==> src/verilog/vsdbg_pkg.sv <==
// Shared constants and carrier types for the video stream debug unit
`default_nettype none
package vsdbg_pkg;
  // --------------------------------------------------------------------
  // Register map
  // --------------------------------------------------------------------
  localparam logic [7:0]  OFS_CONTROL   = 8'h00;
  localparam logic [7:0]  OFS_ERROR     = 8'h08;
  localparam logic [7:0]  OFS_FRAME_CNT = 8'h14;
  localparam logic [7:0]  OFS_LINE_CNT  = 8'h18;
  localparam logic [7:0]  OFS_PIXEL_CNT = 8'h1c;
  localparam logic [7:0]  OFS_SIZE      = 8'h20;
  localparam int          BIT_BYPASS    = 4;
  localparam int          BIT_PATTERN   = 5;
  localparam int          BIT_SHORT     = 0;
  localparam int          BIT_LONG      = 1;
  localparam int          BIT_SOF_EARLY = 2;
  localparam int          BIT_SOF_LATE  = 3;
  localparam logic [15:0] COLS_RESET    = 16'h0780;
  localparam logic [15:0] ROWS_RESET    = 16'h0438;
  localparam logic [1:0]  RESP_OKAY     = 2'h0;
  // --------------------------------------------------------------------
  // Pattern geometry, pixel and counter widths
  // --------------------------------------------------------------------
  localparam int          BAR_LINES     = 256;
  localparam int          BAR_WIDTH     = 64;
  localparam int          BAR_SHIFT     = $clog2(BAR_WIDTH);
  localparam int          DATA_W        = 24;
  localparam int          CNT_W         = 32;
  // --------------------------------------------------------------------
  // Carriers
  // --------------------------------------------------------------------
  typedef struct packed {
    logic [DATA_W-1:0] tdata;
    logic              tuser;
    logic              tlast;
  } vsdbg_beat_t;

  typedef struct packed {
    logic        bypass;
    logic        pattern;
    logic [15:0] cols;
    logic [15:0] rows;
    logic [3:0]  err;
    logic        bValid;
    logic        rValid;
    logic [31:0] rData;
    logic [15:0] col;
    logic [15:0] row;
    logic        drop;
    logic        oValid;
    vsdbg_beat_t oBeat;
  } vsdbg_core_t;

  typedef struct packed {
    logic        valid;
    logic [15:0] col;
    logic [15:0] row;
    vsdbg_beat_t beat;
  } vsdbg_gen_t;
endpackage
`default_nettype wire

==> src/verilog/vsdbg_pattern.sv <==
// Colour-bar and ramp test-pattern source
`timescale 1ns/1ps
`default_nettype none
module vsdbg_pattern import vsdbg_pkg::*; (
  input  wire logic        ref_clk,
  input  wire logic        reset,
  input  wire logic        enable,
  input  wire logic [15:0] cols,
  input  wire logic [15:0] rows,
  input  wire logic        ready,
  output logic             valid,
  output vsdbg_beat_t      beat
);
  // --------------------------------------------------------------------
  // Pixel colour
  // --------------------------------------------------------------------
  function automatic logic [DATA_W-1:0] pixel(input logic [15:0] c, input logic [15:0] r);
    logic [2:0] idx;
    logic [7:0] gray;
    idx  = 3'(c >> BAR_SHIFT);
    gray = 8'(c[7:0] + r[7:0]);
    if (r < 16'(BAR_LINES)) begin
      // Order black, red, green, yellow, blue, magenta, cyan, white
      pixel = {{8{idx[0]}}, {8{idx[1]}}, {8{idx[2]}}};
    end else begin
      pixel = {gray, gray, gray};
    end
  endfunction

  vsdbg_gen_t s_q;
  vsdbg_gen_t s_d;

  always_comb begin
    s_d = s_q;
    if (!enable) begin
      // Restart at frame start so every enable begins with a clean frame
      s_d = '0;
    end else if (!s_q.valid || ready) begin
      s_d.valid      = 1'b1;
      s_d.beat.tdata = pixel(s_q.col, s_q.row);
      s_d.beat.tuser = (s_q.col == 16'h0000) && (s_q.row == 16'h0000);
      s_d.beat.tlast = (s_q.col >= 16'(cols - 16'h0001));
      if (s_d.beat.tlast) begin
        s_d.col = 16'h0000;
        s_d.row = (s_q.row >= 16'(rows - 16'h0001)) ? 16'h0000 : 16'(s_q.row + 16'h0001);
      end else begin
        s_d.col = 16'(s_q.col + 16'h0001);
      end
    end
  end

  always_ff @(posedge ref_clk) begin
    if (reset) begin
      s_q <= '0;
    end else begin
      s_q <= s_d;
    end
  end

  assign valid = s_q.valid;
  assign beat  = s_q.beat;
endmodule
`default_nettype wire

==> src/verilog/vsdbg_tput.sv <==
// Frame, line and pixel throughput counters
`timescale 1ns/1ps
`default_nettype none
module vsdbg_tput import vsdbg_pkg::*; #(
  parameter int W = CNT_W
) (
  input  wire logic         ref_clk,
  input  wire logic         reset,
  input  wire logic         fire,
  input  wire logic         sof,
  input  wire logic         eol,
  output logic [W-1:0]      frames,
  output logic [W-1:0]      lines,
  output logic [W-1:0]      pixels
);
  typedef struct packed {
    logic [W-1:0] frames;
    logic [W-1:0] lines;
    logic [W-1:0] pixels;
  } vsdbg_cnt_t;

  vsdbg_cnt_t c_q;
  vsdbg_cnt_t c_d;

  if (W < 1) begin : g_chk
    $error("vsdbg_tput: counter width must be positive");
  end

  // Free-running: wraps to zero, only a core reset clears it
  always_comb begin
    c_d = c_q;
    if (fire) begin
      c_d.pixels = W'(c_q.pixels + 1'b1);
      if (eol) begin
        c_d.lines = W'(c_q.lines + 1'b1);
      end
      if (sof) begin
        c_d.frames = W'(c_q.frames + 1'b1);
      end
    end
  end

  always_ff @(posedge ref_clk) begin
    if (reset) begin
      c_q <= '0;
    end else begin
      c_q <= c_d;
    end
  end

  assign frames = c_q.frames;
  assign lines  = c_q.lines;
  assign pixels = c_q.pixels;
endmodule
`default_nettype wire

==> src/verilog/vsdbg_top.sv <==
// Video stream debug unit: bypass, test pattern, line shaping, counters
`timescale 1ns/1ps
`default_nettype none
module vsdbg_top import vsdbg_pkg::*; #(
  parameter bit DEBUG_EN = 1'b1,
  parameter bit LITE_EN  = 1'b1
) (
  input  wire logic              ref_clk,
  input  wire logic              reset,
  input  wire logic [7:0]        s_axi_awaddr,
  input  wire logic              s_axi_awvalid,
  output logic                   s_axi_awready,
  input  wire logic [31:0]       s_axi_wdata,
  input  wire logic [3:0]        s_axi_wstrb,
  input  wire logic              s_axi_wvalid,
  output logic                   s_axi_wready,
  output logic [1:0]             s_axi_bresp,
  output logic                   s_axi_bvalid,
  input  wire logic              s_axi_bready,
  input  wire logic [7:0]        s_axi_araddr,
  input  wire logic              s_axi_arvalid,
  output logic                   s_axi_arready,
  output logic [31:0]            s_axi_rdata,
  output logic [1:0]             s_axi_rresp,
  output logic                   s_axi_rvalid,
  input  wire logic              s_axi_rready,
  input  wire logic [DATA_W-1:0] s_axis_video_tdata,
  input  wire logic              s_axis_video_tuser,
  input  wire logic              s_axis_video_tlast,
  input  wire logic              s_axis_video_tvalid,
  output logic                   s_axis_video_tready,
  output logic [DATA_W-1:0]      m_axis_video_tdata,
  output logic                   m_axis_video_tuser,
  output logic                   m_axis_video_tlast,
  output logic                   m_axis_video_tvalid,
  input  wire logic              m_axis_video_tready
);
  // --------------------------------------------------------------------
  // Build options
  // --------------------------------------------------------------------
  localparam bit DBG = DEBUG_EN && LITE_EN;

  if (DEBUG_EN && !LITE_EN) begin : g_chk
    $error("vsdbg_top: debug features need the register interface");
  end

  // --------------------------------------------------------------------
  // Helpers
  // --------------------------------------------------------------------
  function automatic logic [31:0] merge(input logic [31:0] old, input logic [31:0] nw,
                                        input logic [3:0] strb);
    for (int i = 0; i < 4; i++) begin
      old[i*8 +: 8] = strb[i] ? nw[i*8 +: 8] : old[i*8 +: 8];
    end
    merge = old;
  endfunction

  vsdbg_core_t s_q;
  vsdbg_core_t s_d;
  vsdbg_beat_t sBeat;
  vsdbg_beat_t genBeat;
  logic        genValid;
  logic        bypassOn;
  logic        patternOn;
  logic        sFire;
  logic        mFire;
  logic        wrGo;
  logic        lineEnd;
  logic [15:0] rowEff;
  logic [31:0] frameCnt;
  logic [31:0] lineCnt;
  logic [31:0] pixelCnt;
  logic [31:0] sizeWord;

  assign sBeat     = '{tdata: s_axis_video_tdata, tuser: s_axis_video_tuser,
                       tlast: s_axis_video_tlast};
  assign bypassOn  = DBG && s_q.bypass;
  assign patternOn = DBG && s_q.pattern;
  assign sizeWord  = {s_q.rows, s_q.cols};
  // Input stalls while the pattern owns the output
  assign s_axis_video_tready = !patternOn && (!s_q.oValid || m_axis_video_tready);
  assign sFire     = s_axis_video_tvalid && s_axis_video_tready;
  assign mFire     = m_axis_video_tvalid && m_axis_video_tready;
  assign wrGo      = s_axi_awvalid && s_axi_wvalid && !s_q.bValid;
  assign rowEff    = (s_axis_video_tuser || s_q.row >= s_q.rows) ? 16'h0000 : s_q.row;
  assign lineEnd   = s_axis_video_tlast || (s_q.col >= 16'(s_q.cols - 16'h0001));

  // --------------------------------------------------------------------
  // Register access and stream shaping
  // --------------------------------------------------------------------
  always_comb begin
    s_d = s_q;
    if (s_q.bValid && s_axi_bready) begin
      s_d.bValid = 1'b0;
    end
    if (wrGo) begin
      s_d.bValid = 1'b1;
      case (s_axi_awaddr)
        OFS_CONTROL: begin
          if (s_axi_wstrb[0]) begin
            s_d.bypass  = s_axi_wdata[BIT_BYPASS];
            s_d.pattern = s_axi_wdata[BIT_PATTERN];
          end
        end
        OFS_ERROR: begin
          if (s_axi_wstrb[0]) begin
            s_d.err = s_q.err & ~s_axi_wdata[3:0];
          end
        end
        OFS_SIZE: begin
          {s_d.rows, s_d.cols} = merge(sizeWord, s_axi_wdata, s_axi_wstrb);
        end
        default: begin
        end
      endcase
    end
    if (s_q.rValid && s_axi_rready) begin
      s_d.rValid = 1'b0;
    end
    if (s_axi_arvalid && !s_q.rValid) begin
      s_d.rValid = 1'b1;
      case (s_axi_araddr)
        OFS_CONTROL:   s_d.rData = 32'(s_q.pattern) << BIT_PATTERN | 32'(s_q.bypass) << BIT_BYPASS;
        OFS_ERROR:     s_d.rData = {28'h0000000, s_q.err};
        OFS_FRAME_CNT: s_d.rData = DBG ? frameCnt : 32'h00000000;
        OFS_LINE_CNT:  s_d.rData = DBG ? lineCnt : 32'h00000000;
        OFS_PIXEL_CNT: s_d.rData = DBG ? pixelCnt : 32'h00000000;
        OFS_SIZE:      s_d.rData = sizeWord;
        default:       s_d.rData = 32'h00000000;
      endcase
    end
    if (s_q.oValid && m_axis_video_tready && !patternOn) begin
      s_d.oValid = 1'b0;
    end
    if (sFire && bypassOn) begin
      s_d.oValid = 1'b1;
      s_d.oBeat  = sBeat;
    end else if (sFire && s_q.drop) begin
      s_d.drop = !s_axis_video_tlast;
    end else if (sFire) begin
      if (s_q.col == 16'h0000 && s_axis_video_tuser && s_q.row != 16'h0000
          && s_q.row < s_q.rows) begin
        s_d.err[BIT_SOF_EARLY] = 1'b1;
      end
      if (s_q.col == 16'h0000 && !s_axis_video_tuser && s_q.row >= s_q.rows) begin
        s_d.err[BIT_SOF_LATE] = 1'b1;
      end
      s_d.oValid      = 1'b1;
      s_d.oBeat.tdata = s_axis_video_tdata;
      s_d.oBeat.tuser = (s_q.col == 16'h0000) && (rowEff == 16'h0000);
      s_d.oBeat.tlast = lineEnd;
      if (lineEnd) begin
        s_d.col = 16'h0000;
        s_d.row = 16'(rowEff + 16'h0001);
        if (s_q.col < 16'(s_q.cols - 16'h0001)) begin
          s_d.err[BIT_SHORT] = 1'b1;
        end
        if (!s_axis_video_tlast) begin
          s_d.drop          = 1'b1;
          s_d.err[BIT_LONG] = 1'b1;
        end
      end else begin
        s_d.col = 16'(s_q.col + 16'h0001);
        s_d.row = rowEff;
      end
    end
  end

  always_ff @(posedge ref_clk) begin
    if (reset) begin
      s_q      <= '0;
      s_q.cols <= COLS_RESET;
      s_q.rows <= ROWS_RESET;
    end else begin
      s_q <= s_d;
    end
  end

  // --------------------------------------------------------------------
  // Debug pieces and output mux
  // --------------------------------------------------------------------
  if (DBG) begin : g_dbg
    vsdbg_pattern u_pattern (
      .ref_clk (ref_clk),
      .reset   (reset),
      .enable  (patternOn),
      .cols    (s_q.cols),
      .rows    (s_q.rows),
      .ready   (m_axis_video_tready),
      .valid   (genValid),
      .beat    (genBeat)
    );
    vsdbg_tput #(.W(CNT_W)) u_tput (
      .ref_clk (ref_clk),
      .reset   (reset),
      .fire    (mFire),
      .sof     (m_axis_video_tuser),
      .eol     (m_axis_video_tlast),
      .frames  (frameCnt),
      .lines   (lineCnt),
      .pixels  (pixelCnt)
    );
  end else begin : g_nodbg
    // Logic omitted entirely when not built in
    assign genValid = 1'b0;
    assign genBeat  = '0;
    assign frameCnt = 32'h00000000;
    assign lineCnt  = 32'h00000000;
    assign pixelCnt = 32'h00000000;
  end

  assign m_axis_video_tvalid = patternOn ? genValid : s_q.oValid;
  assign m_axis_video_tdata  = patternOn ? genBeat.tdata : s_q.oBeat.tdata;
  assign m_axis_video_tuser  = patternOn ? genBeat.tuser : s_q.oBeat.tuser;
  assign m_axis_video_tlast  = patternOn ? genBeat.tlast : s_q.oBeat.tlast;
  assign s_axi_awready = wrGo;
  assign s_axi_wready  = wrGo;
  assign s_axi_bvalid  = s_q.bValid;
  assign s_axi_bresp   = RESP_OKAY;
  assign s_axi_arready = !s_q.rValid;
  assign s_axi_rvalid  = s_q.rValid;
  assign s_axi_rdata   = s_q.rData;
  assign s_axi_rresp   = RESP_OKAY;
endmodule
`default_nettype wire

==> config.mk <==
export PLATFORM = sky130hd
export DESIGN_NAME = vsdbg_top
export DESIGN_NICKNAME = d
export VERILOG_FILES = /design/src/verilog/vsdbg_pkg.sv /design/src/verilog/vsdbg_pattern.sv /design/src/verilog/vsdbg_tput.sv /design/src/verilog/vsdbg_top.sv
export SDC_FILE = /design/constraint.sdc
export NUM_CORES = 1
export LEC_CHECK = 0
export ABC_AREA = 1
export BUFFER_PORTS_ARGS = -buffer_cell sky130_fd_sc_hd__buf_2
export CAP_MARGIN = 20
export CORE_MARGIN = 2
export CORE_UTILIZATION = 65
export CTS_CLUSTER_DIAMETER = 60
export CTS_CLUSTER_SIZE = 16
export DETAILED_ROUTE_END_ITERATION = 6
export HOLD_SLACK_MARGIN = 0.1
export PLACE_DENSITY = 0.86
export SYNTH_ARGS = -nofsm -noshare
export SYNTH_HDL_FRONTEND = slang
export SYNTH_SLANG_ARGS = --single-unit
export TNS_END_PERCENT = 100
==> constraint.sdc <==
create_clock -name ref_clk -period 8.2 [get_ports ref_clk]
set_clock_uncertainty 0.2 [all_clocks]
set_input_delay 0.82 -clock ref_clk [delete_from_list [all_inputs] [get_ports ref_clk]]
set_output_delay 0.82 -clock ref_clk [all_outputs]
set_load 0.005 [all_outputs]
Word-level counts from Yosys, hierarchy flattened. Index checks and enable logic that the tools add are counted.

Output and inout bits: 69. Memory bits (read-only): 0. Memories kept: 0. Bits of input ports: 87. Register bits after elaboration: 287. RAM bits: 0. Word-level logic and storage cells: 143. Latch bits: 0.

Reduce and logical (&&, ||, !) cells: 54. Multipliers: 0. Bitwise logic cells: 6. Shift-type cells: 0. Multiplexer cells: 31. Div/mod/pow operators: 0. Eq/ne operators: 9. Add/subtract/negate cells: 10. Order comparisons: 7.

Operators by type and width (count): $pmux W32 S6 (1); $add A32 B1 Y32 const B (3); $add A16 B1 Y16 const B (4); $ge A16 B16 Y1 (4); $logic_not A16 Y1 (4); $mux W27 (2); $mux W16 (3); $mux W24 (2); $mux W33 (1); $lt A16 B16 Y1 (2); $mux W32 (1); $sub A16 B1 Y16 const B (2); $mux W28 (1); $eq A8 B5 Y1 const B (3); $mux W4 (5); $logic_and A1 B1 Y1 (19); $reduce_and A3 Y1 (6); $eq A8 B4 Y1 const B (2); $eq A8 B6 Y1 const B (2); $logic_not A8 Y1 (2); $lt A16 B9 Y1 const B (1); $reduce_bool A16 Y1 (1); $mux W1 (13); $reduce_bool A2 Y1 (5); other kinds (14) (28).

Logic depth before layout (Yosys ltp).
Word-level depth: 10. Gate-level depth with buffers: 23. Mapped depth without buffers: 22.

Hierarchy. From an unflattened synthesis, not the netlist that was laid out.

Cells, all modules: 2698. Area total of the unflattened synthesis: 18071.1 µm².

Modules (own cells, without submodules): vsdbg_top (sequential area each 2642.5 µm², instances 1, area an instance 8191.6 µm², cells each 1205); vsdbg_tput (sequential area each 1921.8 µm², instances 1, area an instance 5154.9 µm², cells each 801); vsdbg_pattern (sequential area each 1181.1 µm², instances 1, area an instance 4724.5 µm², cells each 692).

Worst setup path before layout. Ideal clock, no wire load.

Kind: register -> register. Start: register s_q[100] (netlist name). End: register g_dbg.u_pattern.s_q[34] (netlist bit). Setup slack: 4864 ps. Path buffers: 1. Clock period less this slack: 3336 ps. Arrival time: 3003 ps. Data required time: 7868 ps. Library setup time: 132 ps. Stages on the path, launching flop included: 21. Cells stage by stage: dfxtp_1 -> inv_1 -> nand3_1 -> nor3_1 -> nand3_1 -> nor3_1 -> nand2_1 -> nor2_1 -> nand4_1 -> xor2_1 -> ha_1 -> nand2_1 -> inv_1 -> nand3_1 -> nor3_1 -> nand2_1 -> nand3_1 -> clkbuf_1 -> nor2_1 -> nand3_1 -> a21oi_1.

Longest elaborated chain between the ends: 3.

RTL lines: $sub A16 B1 Y16 (line vsdbg_pattern.sv:45) `s_d.row = (s_q.row >= 16'(rows - 16'h0001)) ? 16'h0000 : 16'(s_q.row + 16'h0001);`; $ge A16 B16 Y1 (line vsdbg_pattern.sv:45); $mux W16 (line vsdbg_pattern.sv:45); to (signal assigned) (line vsdbg_pattern.sv:54) `s_q <= '0;`; to (signal assigned) (line vsdbg_pattern.sv:56) `s_q <= s_d;`; to (decl) (line vsdbg_pattern.sv:30) `vsdbg_gen_t s_q;`.

Every way passes these cells. A chain may end at the register's enable or synchronous reset.

Worst setup path after layout.
Start: register s_q[114] (netlist name). End: register g_dbg.u_pattern.s_q[54] (netlist bit).

Longest elaborated chain between the ends: 3.

RTL lines: $sub A16 B1 Y16 (line vsdbg_pattern.sv:42) `s_d.beat.tlast = (s_q.col >= 16'(cols - 16'h0001));`; $ge A16 B16 Y1 (line vsdbg_pattern.sv:42); $mux W16 (line vsdbg_pattern.sv:43) `if (s_d.beat.tlast) begin`.

Every way passes these cells.

==> run metrics <==
outcome=finished with violations; failing checks=DRC; Power Dens Cells=roughly 160 nW/µm²; antenna violation net count after detailed routing=0; Synth Warn #=0; Yosys top cell by area=dfxtp_1; Sink Count=about 290; cell count along the critical path=15; critical path class=register to register; CTS tree=done; CTS-repair resized insts=0; Synth area leaders=dfxtp_1, nand2_1, inv_1; # Max-Cap Violations=0; Arr. time, crit path=4.25 ns; HP Start=s_axi_rdata[10]; port bufs=151; Yosys reg bits=roughly 290; first-pass GRT wire length=73.2 mm; Peak Freq=between 200 and 300 MHz; DP HPWL=~34 mm; CTS H-tree depth=1; commonest non-fill, non-tap cell in the layout=nand2_1; Synth async-reset ratio=0; leakage power=between 7 and 8 nW; DIE HEIGHT=~160 µm; clock slew seen by the registers of the worst setup and hold paths=roughly 0.070 ns; reg-to-reg critical path startpoint=s_q[114]; placed cell area=17100 µm²; Setup crit end kind=register; fin crit period=between 3 and 4 ns; most used flip-flop cell after synthesis=dfxtp_1; gr ovfl total=0; number of CTS-inserted buffers=28; crit path max-delay cell type=a211oi_1; root buf cell=clkbuf_16; die width=163 µm; Peak VDD IR=about 0.19 mV; Setup TNS=0 ns; WHS Path Cells=2; Post-synth EDFFs=0; Critical Path RT=~8.5 ns; Non-Filler Cell Area, Final=~18000 µm²; Mean Syn Cell Area=between 7 and 8 µm²; Layout area overhead=9.85%; Rows=just under 60; Syn Std Cell Area=~16000 µm²; DRC=2; RSZ-0062 raised after global routing=no; Hold Worst Slack=0.262 ns; CP Cell Sequence=inv_1 -> nand2_1 -> nor2_2 -> nand3_1 -> nor4_1 -> nand3_1 -> xor2_1 -> ha_1 -> nand2_1 -> nor2_1 -> a211oi_1 -> nand3_4 -> nand2_4 -> nand2_2 -> nor3_1; CP bufs+invs=1; Iter 0 DRT Violations=1780; largest net degree at the start of global routing=94; share of cells above drive strength 1=0.117; core footprint=approximately 25000 µm²; Post-Route Utilization=0.721; vias per cell=5.89; Die Area=approximately 26000 µm²; r2r worst-path depth=15; Final #Nets=approximately 2.6k; slowest stage delay, CP=~0.38 ns; initial antenna violation count=1; Max Root-Sink Buffers=3; Worst slew margin=0.317; Yosys top cell area share=0.351; hold-fix buffers at CTS=0; Slew Viols, Final=0; worst hold endpoint=s_axi_rdata[10]; sequential-to-total area share from yosys stat=0.351; io pins=approximately 160; Yosys cell types=62; Initial Util=0.656; vias in the first global route=15.0k; Clk Latency, worst-skew pair=around 0.55 ns; Hold Path Class=register to register; pin slew with the least headroom to its limit=roughly 1.0 ns; Final Hold Vio Count=0; iteration count of the initial detailed-routing pass=7; reg2reg setup slack=between 4 and 5 ns; final instance count without filler cells=roughly 2.8k; DR WL/cell=around 16 µm; most frequent cells in the layout=nand2_1, inv_1, dfxtp_1, nor2_1, a21oi_1; Placed Cells incl. Taps=between 2k and 3k; final setup fails=0; Final Wtd Congestion=around 0.97; CP delay by family, top=simple AND/OR/NAND/NOR gates; GRT Total Usage=0.337; via count=around 16k; total power=between 2 and 3 mW; crit path max fanout=18; cell count after synthesis=about 2.3k; final setup margin=4.21 ns; Post-CTS Setup Repair Bufs=0; dpl ws=4.26 ns; crit start category=register; R2R Path End=g_dbg.u_pattern.s_q[54]; Detailed Route WL=roughly 45 mm; final period utilization=0.487
[area by class of cell]
type | count | area (µm²)
fill | 2055 | 6970
timing repair buffer | 160 | 826
tap | 330 | 413
sequential | 287 | 5750
antenna | 2 | 5.00
clock inverter | 16 | 191
multi-input combinational | 1617 | 8880
clock buffer | 31 | 743
inverter | 315 | 1190
[cells in the mapped netlist (all sizes together), types with 17 or more instances]
cell type / n
nor4: 34
dfxtp: 287
inv: 311
clkbuf: 58
o21ai: 158
nand2: 402
ha: 80
buf: 48
a21oi: 188
a211oi: 22
o22ai: 47
xor2: 59
nor2: 289
nor3: 98
a221oi: 17
nand3: 113
nand4: 32
[worst max-delay path by stage]
| stage | from | to |
|---|---|---|
| floorplan | s_q[100] | g_dbg.u_pattern.s_q[34] |
| global placement | s_q[100] | g_dbg.u_pattern.s_q[28] |
| detailed placement | s_q[100] | g_dbg.u_pattern.s_q[28] |
| CTS | s_q[100] | g_dbg.u_pattern.s_q[28] |
| global route | s_q[100] | g_dbg.u_pattern.s_q[28] |
| finish | s_q[114] | g_dbg.u_pattern.s_q[54] |
[metal layers]
metal,wire [µm],GRT usage,part of all wire
met1,18100,0.420,0.40
met5,0,0,0
met2,21500,0.582,0.47
met3,3640,0.0458,0.080
met4,2250,0.153,0.049
[tightest hold or removal path: stages, from the launching register on]
cell     delay [ns]
dfxtp_1        0.31
nand2_1        0.05
a21oi_1        0.06
[kinds of logic after synthesis]
kind of cell | after synthesis | synth area share
AND/OR/NAND/NOR | 988 | 0.277
AO/OA/AOI/OAI | 476 | 0.165
buffers and inverters | 421 | 0.108
flip-flops | 287 | 0.351
adder cells (fa/ha/maj) | 81 | 0.0623
XOR/XNOR | 68 | 0.0364
other | 1 | 0.000229
[power by group]
| group | leakage [nW] | switching, mW | internal [mW] |
|---|---|---|---|
| Sequential | 2.32 | 0.0108 | 1.41 |
| Clock | 0.460 | 0.596 | 0.732 |
| Combinational | 4.48 | 0.103 | 0.0545 |
[sequential cells by signal, summed over array words and instances, names as in the netlist]
name	flops
s_q	96
g_dbg.u_pattern.s_q	32
g_dbg.u_tput.frames	32
g_dbg.u_tput.lines	32
g_dbg.u_tput.pixels	32
s_axi_rdata	32
g_dbg.u_pattern.beat	26
bypassOn	1
g_dbg.u_pattern.valid	1
patternOn	1
s_axi_bvalid	1
s_axi_rvalid	1
Power figures use the tool's default switching activity.
